$ cat src/verilog/lwm_pkg.sv
// Constants and types shared by the move-instruction execute logic
`default_nettype none
package lwm_pkg;
  // ==========================================================
  // Opcode fields
  localparam logic [7:0] OPC_BANK_LOAD = 8'h01;
  localparam logic [7:0] OPC_LIT_LOAD = 8'h0E;
  localparam logic [6:0] OPC_STORE = 7'h37;
  localparam int OPC_HI_MSB = 15;
  localparam int OPC_HI_LSB = 8;
  localparam int OPC_STORE_LSB = 9;
  localparam int ACCESS_BIT = 8;
  // ==========================================================
  // Addressing
  localparam logic [7:0] INDEX_LIMIT = 8'h5F;
  localparam logic [3:0] ACCESS_HI_PAGE = 4'hF;
  localparam logic [3:0] ACCESS_LO_PAGE = 4'h0;
  localparam logic [3:0] BANK_HI_ZERO = 4'h0;
  localparam logic ACCESS_SEL_BANKED = 1'b1;
  // ==========================================================
  // Reset values
  localparam logic [7:0] BANK_RESET = 8'h00;
  localparam logic [7:0] ACCUM_RESET = 8'h00;
  localparam logic [15:0] INSTR_RESET = 16'h0000;
  localparam logic [11:0] ADDR_RESET = 12'h000;
  // ==========================================================
  // Instruction phases
  typedef enum logic [3:0] {
    PH_DECODE = 4'h1,
    PH_READ = 4'h2,
    PH_PROCESS = 4'h4,
    PH_WRITE = 4'h8
  } lwm_phase_t;
endpackage : lwm_pkg
`default_nettype wire

$ cat src/verilog/lwm_dec_if.sv
// Decoded instruction fields passed from decoder to execute core
`timescale 1ns/10ps
`default_nettype none
interface lwm_dec_if;
  logic [15:0] instr;
  logic isBankLoad;
  logic isLitLoad;
  logic isStore;
  logic accessSel;
  logic [7:0] literal;
  modport decoder (
    input instr,
    output isBankLoad,
    output isLitLoad,
    output isStore,
    output accessSel,
    output literal
  );
  modport core (
    output instr,
    input isBankLoad,
    input isLitLoad,
    input isStore,
    input accessSel,
    input literal
  );
endinterface : lwm_dec_if
`default_nettype wire

$ cat src/verilog/lwm_decoder.sv
// Combinational opcode decoder for the three move instructions
`timescale 1ns/10ps
`default_nettype none
module lwm_decoder (
  lwm_dec_if.decoder dec
);
  // ==========================================================
  // Opcode match
  always_comb begin
    dec.isBankLoad = dec.instr[lwm_pkg::OPC_HI_MSB:lwm_pkg::OPC_HI_LSB]
      == lwm_pkg::OPC_BANK_LOAD;
    dec.isLitLoad = dec.instr[lwm_pkg::OPC_HI_MSB:lwm_pkg::OPC_HI_LSB]
      == lwm_pkg::OPC_LIT_LOAD;
    dec.isStore = dec.instr[lwm_pkg::OPC_HI_MSB:lwm_pkg::OPC_STORE_LSB]
      == lwm_pkg::OPC_STORE;
    dec.accessSel = dec.instr[lwm_pkg::ACCESS_BIT];
    // Any 8-bit file address is legal, so no range check here
    dec.literal = dec.instr[7:0];
  end
endmodule : lwm_decoder
`default_nettype wire

$ cat src/verilog/lwm_move_exec.sv
// Four-phase execute logic for literal and accumulator move instructions
`timescale 1ns/10ps
`default_nettype none
// Behaviour
// - Upper byte 01h loads bank pointer
// - Bank pointer upper nibble always zero
// - Upper byte 0Eh loads accumulator literal
// - Top bits 0110111 store accumulator to file
// - Store reaches all 256 bank locations
// - Selector zero access bank, one banked
// - Extended mode low access-bank addresses use indexing
module lwm_move_exec (
  input wire logic sys_clk,
  input wire logic rst,
  input wire logic [15:0] instrWord,
  input wire logic instrValid,
  output logic instrReady,
  input wire logic extInstrEn,
  output logic [7:0] bankPointer,
  output logic [7:0] accumulator,
  output logic fileWrEn,
  output logic [11:0] fileAddr,
  output logic [7:0] fileWrData,
  output logic fileIndexed,
  output logic statusWrEn,
  output logic cycleDone,
  output logic unknownInstr
);
  lwm_pkg::lwm_phase_t phase_r;
  lwm_pkg::lwm_phase_t phase_nxt;
  logic [15:0] instr_r;
  logic instrLive_r;
  logic [7:0] operand_r;
  logic [7:0] bankPtr_r;
  logic [7:0] accum_r;
  logic [7:0] bankPtr_nxt;
  logic [11:0] addr_r;
  logic [11:0] addr_nxt;
  logic indexed_r;
  logic indexed_nxt;
  logic wrEn_r;
  logic [7:0] wrData_r;
  logic unknown_r;
  logic anyMove;

  lwm_dec_if dec ();

  lwm_decoder uDecoder (
    .dec(dec)
  );

  assign dec.instr = instr_r;
  assign anyMove = dec.isBankLoad | dec.isLitLoad | dec.isStore;

  // ==========================================================
  // Phase sequencer: one instruction cycle is four clocks
  always_comb begin
    unique case (phase_r)
      lwm_pkg::PH_DECODE: phase_nxt = lwm_pkg::PH_READ;
      lwm_pkg::PH_READ: phase_nxt = lwm_pkg::PH_PROCESS;
      lwm_pkg::PH_PROCESS: phase_nxt = lwm_pkg::PH_WRITE;
      lwm_pkg::PH_WRITE: phase_nxt = lwm_pkg::PH_DECODE;
      default: phase_nxt = lwm_pkg::PH_DECODE;
    endcase
  end

  always_ff @(posedge sys_clk or posedge rst) begin
    if (rst) begin
      phase_r <= lwm_pkg::PH_DECODE;
    end else begin
      phase_r <= phase_nxt;
    end
  end

  // Words are only taken at the first phase; a word offered later
  // waits, since the previous one still owns the datapath
  assign instrReady = (phase_r == lwm_pkg::PH_DECODE);
  assign cycleDone = (phase_r == lwm_pkg::PH_WRITE) & instrLive_r;

  // ==========================================================
  // Instruction capture
  always_ff @(posedge sys_clk or posedge rst) begin
    if (rst) begin
      instr_r <= lwm_pkg::INSTR_RESET;
      instrLive_r <= 1'b0;
    end else if (phase_r == lwm_pkg::PH_DECODE) begin
      instr_r <= instrWord;
      instrLive_r <= instrValid;
    end
  end

  // ==========================================================
  // Operand read
  always_ff @(posedge sys_clk or posedge rst) begin
    if (rst) begin
      operand_r <= 8'h00;
    end else if (phase_r == lwm_pkg::PH_READ) begin
      operand_r <= dec.isStore ? accum_r : dec.literal;
    end
  end

  // ==========================================================
  // Process: destination address and bank value
  always_comb begin
    bankPtr_nxt = {lwm_pkg::BANK_HI_ZERO, operand_r[3:0]};
    indexed_nxt = 1'b0;
    if (dec.accessSel == lwm_pkg::ACCESS_SEL_BANKED) begin
      addr_nxt = {bankPtr_r[3:0], dec.literal};
    end else if (extInstrEn && dec.literal <= lwm_pkg::INDEX_LIMIT) begin
      // Offset only; the external adder supplies the index base
      addr_nxt = {lwm_pkg::ACCESS_LO_PAGE, dec.literal};
      indexed_nxt = 1'b1;
    end else if (dec.literal <= lwm_pkg::INDEX_LIMIT) begin
      addr_nxt = {lwm_pkg::ACCESS_LO_PAGE, dec.literal};
    end else begin
      addr_nxt = {lwm_pkg::ACCESS_HI_PAGE, dec.literal};
    end
  end

  always_ff @(posedge sys_clk or posedge rst) begin
    if (rst) begin
      addr_r <= lwm_pkg::ADDR_RESET;
      indexed_r <= 1'b0;
    end else if (phase_r == lwm_pkg::PH_PROCESS && dec.isStore) begin
      addr_r <= addr_nxt;
      indexed_r <= indexed_nxt;
    end
  end

  // ==========================================================
  // Destination write
  always_ff @(posedge sys_clk or posedge rst) begin
    if (rst) begin
      bankPtr_r <= lwm_pkg::BANK_RESET;
    end else if (phase_r == lwm_pkg::PH_WRITE && instrLive_r
                 && dec.isBankLoad) begin
      bankPtr_r <= bankPtr_nxt;
    end
  end

  always_ff @(posedge sys_clk or posedge rst) begin
    if (rst) begin
      accum_r <= lwm_pkg::ACCUM_RESET;
    end else if (phase_r == lwm_pkg::PH_WRITE && instrLive_r
                 && dec.isLitLoad) begin
      accum_r <= operand_r;
    end
  end

  // Strobe is registered so it lines up with the write phase output
  always_ff @(posedge sys_clk or posedge rst) begin
    if (rst) begin
      wrEn_r <= 1'b0;
      wrData_r <= 8'h00;
    end else begin
      wrEn_r <= (phase_r == lwm_pkg::PH_PROCESS) && instrLive_r
        && dec.isStore;
      if (phase_r == lwm_pkg::PH_PROCESS && dec.isStore) begin
        wrData_r <= operand_r;
      end
    end
  end

  always_ff @(posedge sys_clk or posedge rst) begin
    if (rst) begin
      unknown_r <= 1'b0;
    end else if (phase_r == lwm_pkg::PH_DECODE) begin
      unknown_r <= 1'b0;
    end else if (phase_r == lwm_pkg::PH_READ) begin
      unknown_r <= instrLive_r & ~anyMove;
    end
  end

  // ==========================================================
  // Outputs
  assign bankPointer = bankPtr_r;
  assign accumulator = accum_r;
  assign fileWrEn = wrEn_r;
  assign fileAddr = addr_r;
  assign fileWrData = wrData_r;
  assign fileIndexed = indexed_r;
  assign statusWrEn = 1'b0;
  assign unknownInstr = unknown_r;
endmodule : lwm_move_exec
`default_nettype wire

$ cat config.mk
export PLATFORM = sky130hd
export DESIGN_NAME = lwm_move_exec
export DESIGN_NICKNAME = d
export VERILOG_FILES = /design/src/verilog/lwm_pkg.sv /design/src/verilog/lwm_dec_if.sv /design/src/verilog/lwm_decoder.sv /design/src/verilog/lwm_move_exec.sv
export SDC_FILE = /design/constraint.sdc
export NUM_CORES = 1
export LEC_CHECK = 0
export BUFFER_PORTS_ARGS = -buffer_cell sky130_fd_sc_hd__clkbuf_2
export CORE_UTILIZATION = 35
export CTS_CLUSTER_SIZE = 24
export DETAILED_ROUTE_END_ITERATION = 12
export SYNTH_ARGS = -nofsm -noshare
export SYNTH_HDL_FRONTEND = slang
export SYNTH_HIERARCHICAL = 1
export SYNTH_SLANG_ARGS = --single-unit
$ cat constraint.sdc
create_clock -name sys_clk -period 2.2 [get_ports sys_clk]
set_clock_uncertainty 0.05 [all_clocks]
set_input_delay 0 -clock sys_clk [delete_from_list [all_inputs] [get_ports sys_clk]]
set_output_delay 0 -clock sys_clk [all_outputs]
set_load 0.01 [all_outputs]
Word level (Yosys, flattened, before mapping). Index checks and enable logic that the tools add are counted.

Bits in registers: 64. Bits in latches: 0. Bits in writable memories: 0. Memory bits (read-only): 0. Bits of input ports: 20. Output and inout port bits: 42. Word-level logic and storage cells: 41. Memories: 0.

Add/sub/neg operators: 0. $mul: 0. Div/mod/pow operators: 0. Magnitude comparators: 1. Equal/unequal tests: 7. Shifts and indexed selects: 0. Multiplexer cells: 9. Bitwise logic cells: 5. Reductions and logical operators: 8.

Operators by type and width (count): $mux W12 (3); $pmux W4 S3 (1); $eq A8 B1 Y1 const B (1); $eq A8 B4 Y1 const B (1); $le A8 B7 Y1 const B (1); $mux W8 (1); $eq A7 B6 Y1 const B (1); $logic_and A1 B1 Y1 (7); $eq A4 B1 Y1 const B (1); $eq A4 B2 Y1 const B (1); $eq A4 B3 Y1 const B (1); $eq A4 B4 Y1 const B (1); $mux W1 (4); $and A1 B1 Y1 (2); $or A1 B1 Y1 (2); $reduce_bool A2 Y1 (1); $not A1 Y1 (1).

Logic depth before layout (Yosys ltp).
Depth in word-level cells: 7. Mapped depth: 6. Gate-level depth less buffers: 5.

Hierarchy. The synthesis kept the hierarchy.

Modules (own cells, without submodules): lwm_move_exec (instances 1, cells each 181, area an instance 2613.8 um2, seq. area each 1602.8 um2); lwm_decoder (instances 1, cells each 16, area an instance 117.6 um2, seq. area each 0.0 um2).

Least setup slack after synthesis. OpenSTA, ideal clock, no wires.

Kind: reg2reg. Start point: register instr_r[13] (netlist: dec.instr[13]). End point: register accum_r[0] (netlist: accumulator[0]). Setup time: 0.125 ns. Data arrival time: 1.949 ns. Required time: 2.025 ns. Setup slack: 0.076 ns. Stages on the path, launching flop included: 6. Buffers on the path: 0. Clock period less this slack: 2.124 ns. Cells stage by stage: dfrtp_1 > or4_4 > nor3_1 > nand2_1 > nor4_4 > mux2_2.

Longest elaborated chain between the ends: 2.

Ends and longest elaborated chain: start: declaration (RTL line lwm_move_exec.sv:31) `logic [15:0] instr_r;`; start signal: assignment (RTL line lwm_move_exec.sv:84) `instr_r <= lwm_pkg::INSTR_RESET;`; start signal: assignment (RTL line lwm_move_exec.sv:87) `instr_r <= instrWord;`; $eq A8 B4 Y1 (RTL line lwm_decoder.sv:13) `== lwm_pkg::OPC_LIT_LOAD;`; net dec.isLitLoad (RTL line lwm_dec_if.sv:7) `logic isLitLoad;`; $logic_and A1 B1 Y1 (RTL line lwm_move_exec.sv:145) `&& dec.isLitLoad) begin`; end signal: assignment (RTL line lwm_move_exec.sv:143) `accum_r <= lwm_pkg::ACCUM_RESET;`; end signal: assignment (RTL line lwm_move_exec.sv:146) `accum_r <= operand_r;`; end: declaration (RTL line lwm_move_exec.sv:35) `logic [7:0] accum_r;`.

The timed path passes the listed nets, and every way through them passes these cells. A chain may end at the register's enable or synchronous reset.

Worst setup path in the final report.
Start point: register instr_r[13] (netlist: dec.instr[13]). End point: register accum_r[5] (netlist: accumulator[5]).

Same word-level chain as after synthesis.

==> run summary <==
======================================================================================
FF-to-FF End                                                              accumulator[5]
Top library cells by usage in the layout, fill and taps aside             63 x sky130_fd_sc_hd__dfrtp_1, 56 x sky130_fd_sc_hd__clkbuf_2, 47 x sky130_fd_sc_hd__mux2_2
Top fanout value on the critical path                                                8
Power per Cell Area                                                        786 nW/um^2
Post-layout minimum cycle time                                                 2.15 ns
Diodes inserted                                                                      0
Post-detailed-route count of antenna-violating nets                                  0
Most common cell after layout, fill and taps aside                        sky130_fd_sc_hd__dfrtp_1
Most instantiated flip-flop cell in the synthesis netlist                 sky130_fd_sc_hd__dfrtp_1
Proportion of layout cells with a drive suffix above 1                           0.507
Required @ worst endpoint                                                      2.37 ns
Largest stage delay on the critical path                                       0.58 ns
Number of buffers created by CTS                                                     9
Highest achievable clock rate                                                  465 MHz
Area of the mapped netlist                                                  2730 sq um
Worst R2R Path Depth                                                                 6
Final HPWL from detailed placement                                             3810 um
Final Non-Filler Cells                                                             379
Post-placement cell count                                                          344
Number of distinct standard cells referenced by the synthesized netlist             29
Number of synthesis warnings                                                         6
Part of the Yosys area used for sequential elements                              0.587
Worst ir drop on vdd                                                          0.411 mV
Fill count                                                                         669
Setup crit end kind                                                               flop
Final setup violating endpoints                                                      0
FF-to-FF Start                                                            dec.instr[13]
Height of the die                                                              90.3 um
Class of the tightest hold or removal check                                in -> async
Area delta synth->final                                                          32.0%
Wire length per cell                                                           15.0 um
Post-detailed-route DRC marker count                                                 0
Top-level port count                                                                62
Placeable Area                                                              7410 sq um
Via count of the routed design                                                    1759
Worst-path clk slew                                                            0.07 ns
Register bit count reported by yosys                                                64
Initial standard-cell utilization of the core                                    0.369
Worst slew margin relative to its limit                                          0.611
Wire length of the first global-routing pass                                   9270 um
Buffers on Ports                                                                    56
Overall track demand over capacity in global routing                             0.149
Mean cell area of the mapped netlist                                        13.9 sq um
Antenna violations before repair                                                     0
Overall routed net length                                                      5670 um
Number of flops mapped to enable cells by yosys                                      0
Leakage component of the power                                                 1.74 nW
Clock sinks                                                                         64
Sequence of cells on the critical path                                    or4_4 > nor3_4 > nand2_1 > nor4_4 > buf_6 > mux2_2
Number of placement rows                                                            31
Number of nets in the layout                                                       295
Util after Layout                                                                0.487
DIE WIDTH                                                                      90.3 um
Maximum number of buffers from clock root to sink                                    2
Source-to-sink clock delay at the later pin of the worst-skew pair             0.34 ns
WP data arrival                                                                2.32 ns
Synthesized instance count                                                         197
Clock tree from TritonCTS                                                          yes
Critical Path Slowest Stage Cell                                          sky130_fd_sc_hd__or4_4
Via-to-Cell Ratio                                                                 4.64
Number of H-tree levels                                                              3
Root buf cell                                                             sky130_fd_sc_hd__clkbuf_8
Kind of start point of the critical path                                          flop
Max-slew violation count                                                             0
DIE AREA                                                                    8160 sq um
Maximum number of pins on one net before global-route repair                        47
Register Area                                                               1600 sq um
DRT iter0 DRCs                                                                     100
Count of maximum capacitance violations                                              0
Result of the run                                                         finished clean
Critical Setup Path Class                                                   reg -> reg
Accumulated negative setup slack                                                  0 ns
Vias in the first global route                                                    1772
Multi-input combinational cell area                                         1010 sq um
Fin crit share                                                                   0.978
Router iterations before antenna repair                                              3
Transition at the pin with the smallest max-transition slack                  0.582 ns
Register-to-Register Setup Slack                                               0.05 ns
Placer Congestion                                                                0.751
Standard cell area after detailed placement                                 3110 sq um
Design area                                                                 3610 sq um
Global route overflow                                                                0
Final Hold Fails                                                                     0
Fraction of registers with async set or reset after synthesis                     1.00
======================================================================================
[final cells by class]
cell class / count / area share
Clock buffer: 10 / 0.0354
Clock inverter: 6 / 0.0430
Inverter: 6 / 0.00625
Multi-Input combinational cell: 109 / 0.281
Sequential cell: 64 / 0.444
Tap cell: 99 / 0.0344
Timing Repair Buffer: 85 / 0.156
[metrics by stage]
stage	hold WS, ns	setup slack (ns)	power, mW
floorplan	0.0668	0.0763	1.36
global placement	-0.0402	0.0569	1.40
detailed placement	-0.0417	0.0568	1.41
CTS	0.142	0.0420	2.86
global route	0.166	-0.0125	2.93
finish	0.140	0.0475	2.84
[cell families (layout without fill, tap and decap cells)]
family / Yosys count / after routing / share of synthesized area
muxes: 57 / 57 / 0.231
AOI/OAI and AO/OA: 15 / 15 / 0.0302
buffers and inverters: 28 / 107 / 0.0609
other: 1 / 5 / 0.00137
and+or+nand+nor: 32 / 32 / 0.0898
DFF: 64 / 64 / 0.587
[routing by layer]
layer | up-vias | GRT usage | part of all wire
met1 | 872 | 0.196 | 0.47
met2 | 44 | 0.225 | 0.47
met3 | 8 | 0.0471 | 0.050
met5 | - | 0 | 0
met4 | 0 | 0.0685 | 0.013
li1 | 835 | - | -
[timing repair]
action                                  4_1_cts  5_1_grt
resized for setup                             1        3
endpoints found under the hold margin        81        0
pin swaps                                     0        1
hold buffers                                 19        0
setup buffers                                 0        0
endpoints found under the setup margin        5        8
[synthesized netlist by cell type (2+ instances only)]
cell type                 number  area, sq um
sky130_fd_sc_hd__buf_2         7         35.0
sky130_fd_sc_hd__nor4b_1       2         17.5
sky130_fd_sc_hd__dfrtp_1      63         1580
sky130_fd_sc_hd__nor3_1        2         10.0
sky130_fd_sc_hd__buf_4        14          105
sky130_fd_sc_hd__mux2_2       47          529
sky130_fd_sc_hd__nor4_1        2         12.5
sky130_fd_sc_hd__inv_1         6         22.5
sky130_fd_sc_hd__mux2i_1       9         90.1
sky130_fd_sc_hd__nand2_1       4         15.0
sky130_fd_sc_hd__nor4b_4       2         47.6
sky130_fd_sc_hd__nor2_1       10         37.5
sky130_fd_sc_hd__nor4_2        2         25.0
sky130_fd_sc_hd__a21oi_1      12         60.1
[how the worst max path moves through the flow]
| stage | start | end | slack, ns | depth (start not counted) |
|---|---|---|---|---|
| after CTS | dec.instr[13] | accumulator[5] | 0.04 | 6 |
| after detailed placement | dec.instr[13] | accumulator[5] | 0.06 | 6 |
| after floorplan | dec.instr[13] | accumulator[0] | 0.08 | 5 |
| after global routing | dec.instr[13] | accumulator[5] | -0.01 | 6 |
| final | dec.instr[13] | accumulator[5] | 0.05 | 6 |
| after global placement | dec.instr[13] | accumulator[0] | 0.06 | 6 |
[flip-flops by register name, indices dropped and copies added, names as in the netlist]
name,flops
bankPointer,4
fileWrData,8
accumulator,8
dec.instr,16
fileAddr,12
unknownInstr,1
phase_r,4
fileIndexed,1
operand_r,8
fileWrEn,1
instrLive_r,1
[critical path, delay by kind of cell, from the launching register on]
family,cells,cell delay (ns)
multiplexers,1,0.35
AND/OR/NAND/NOR,4,1.05
buffers and inverters,1,0.18
flip-flops,1,0.40
[where the power goes]
part           switching (mW)  total (mW)  internal (mW)
combinational          0.0740       0.159         0.0849
clock                   0.445        1.43          0.981
sequential             0.0336        1.25           1.22
total                   0.553        2.84           2.28
(Power assumes the default switching activity.)
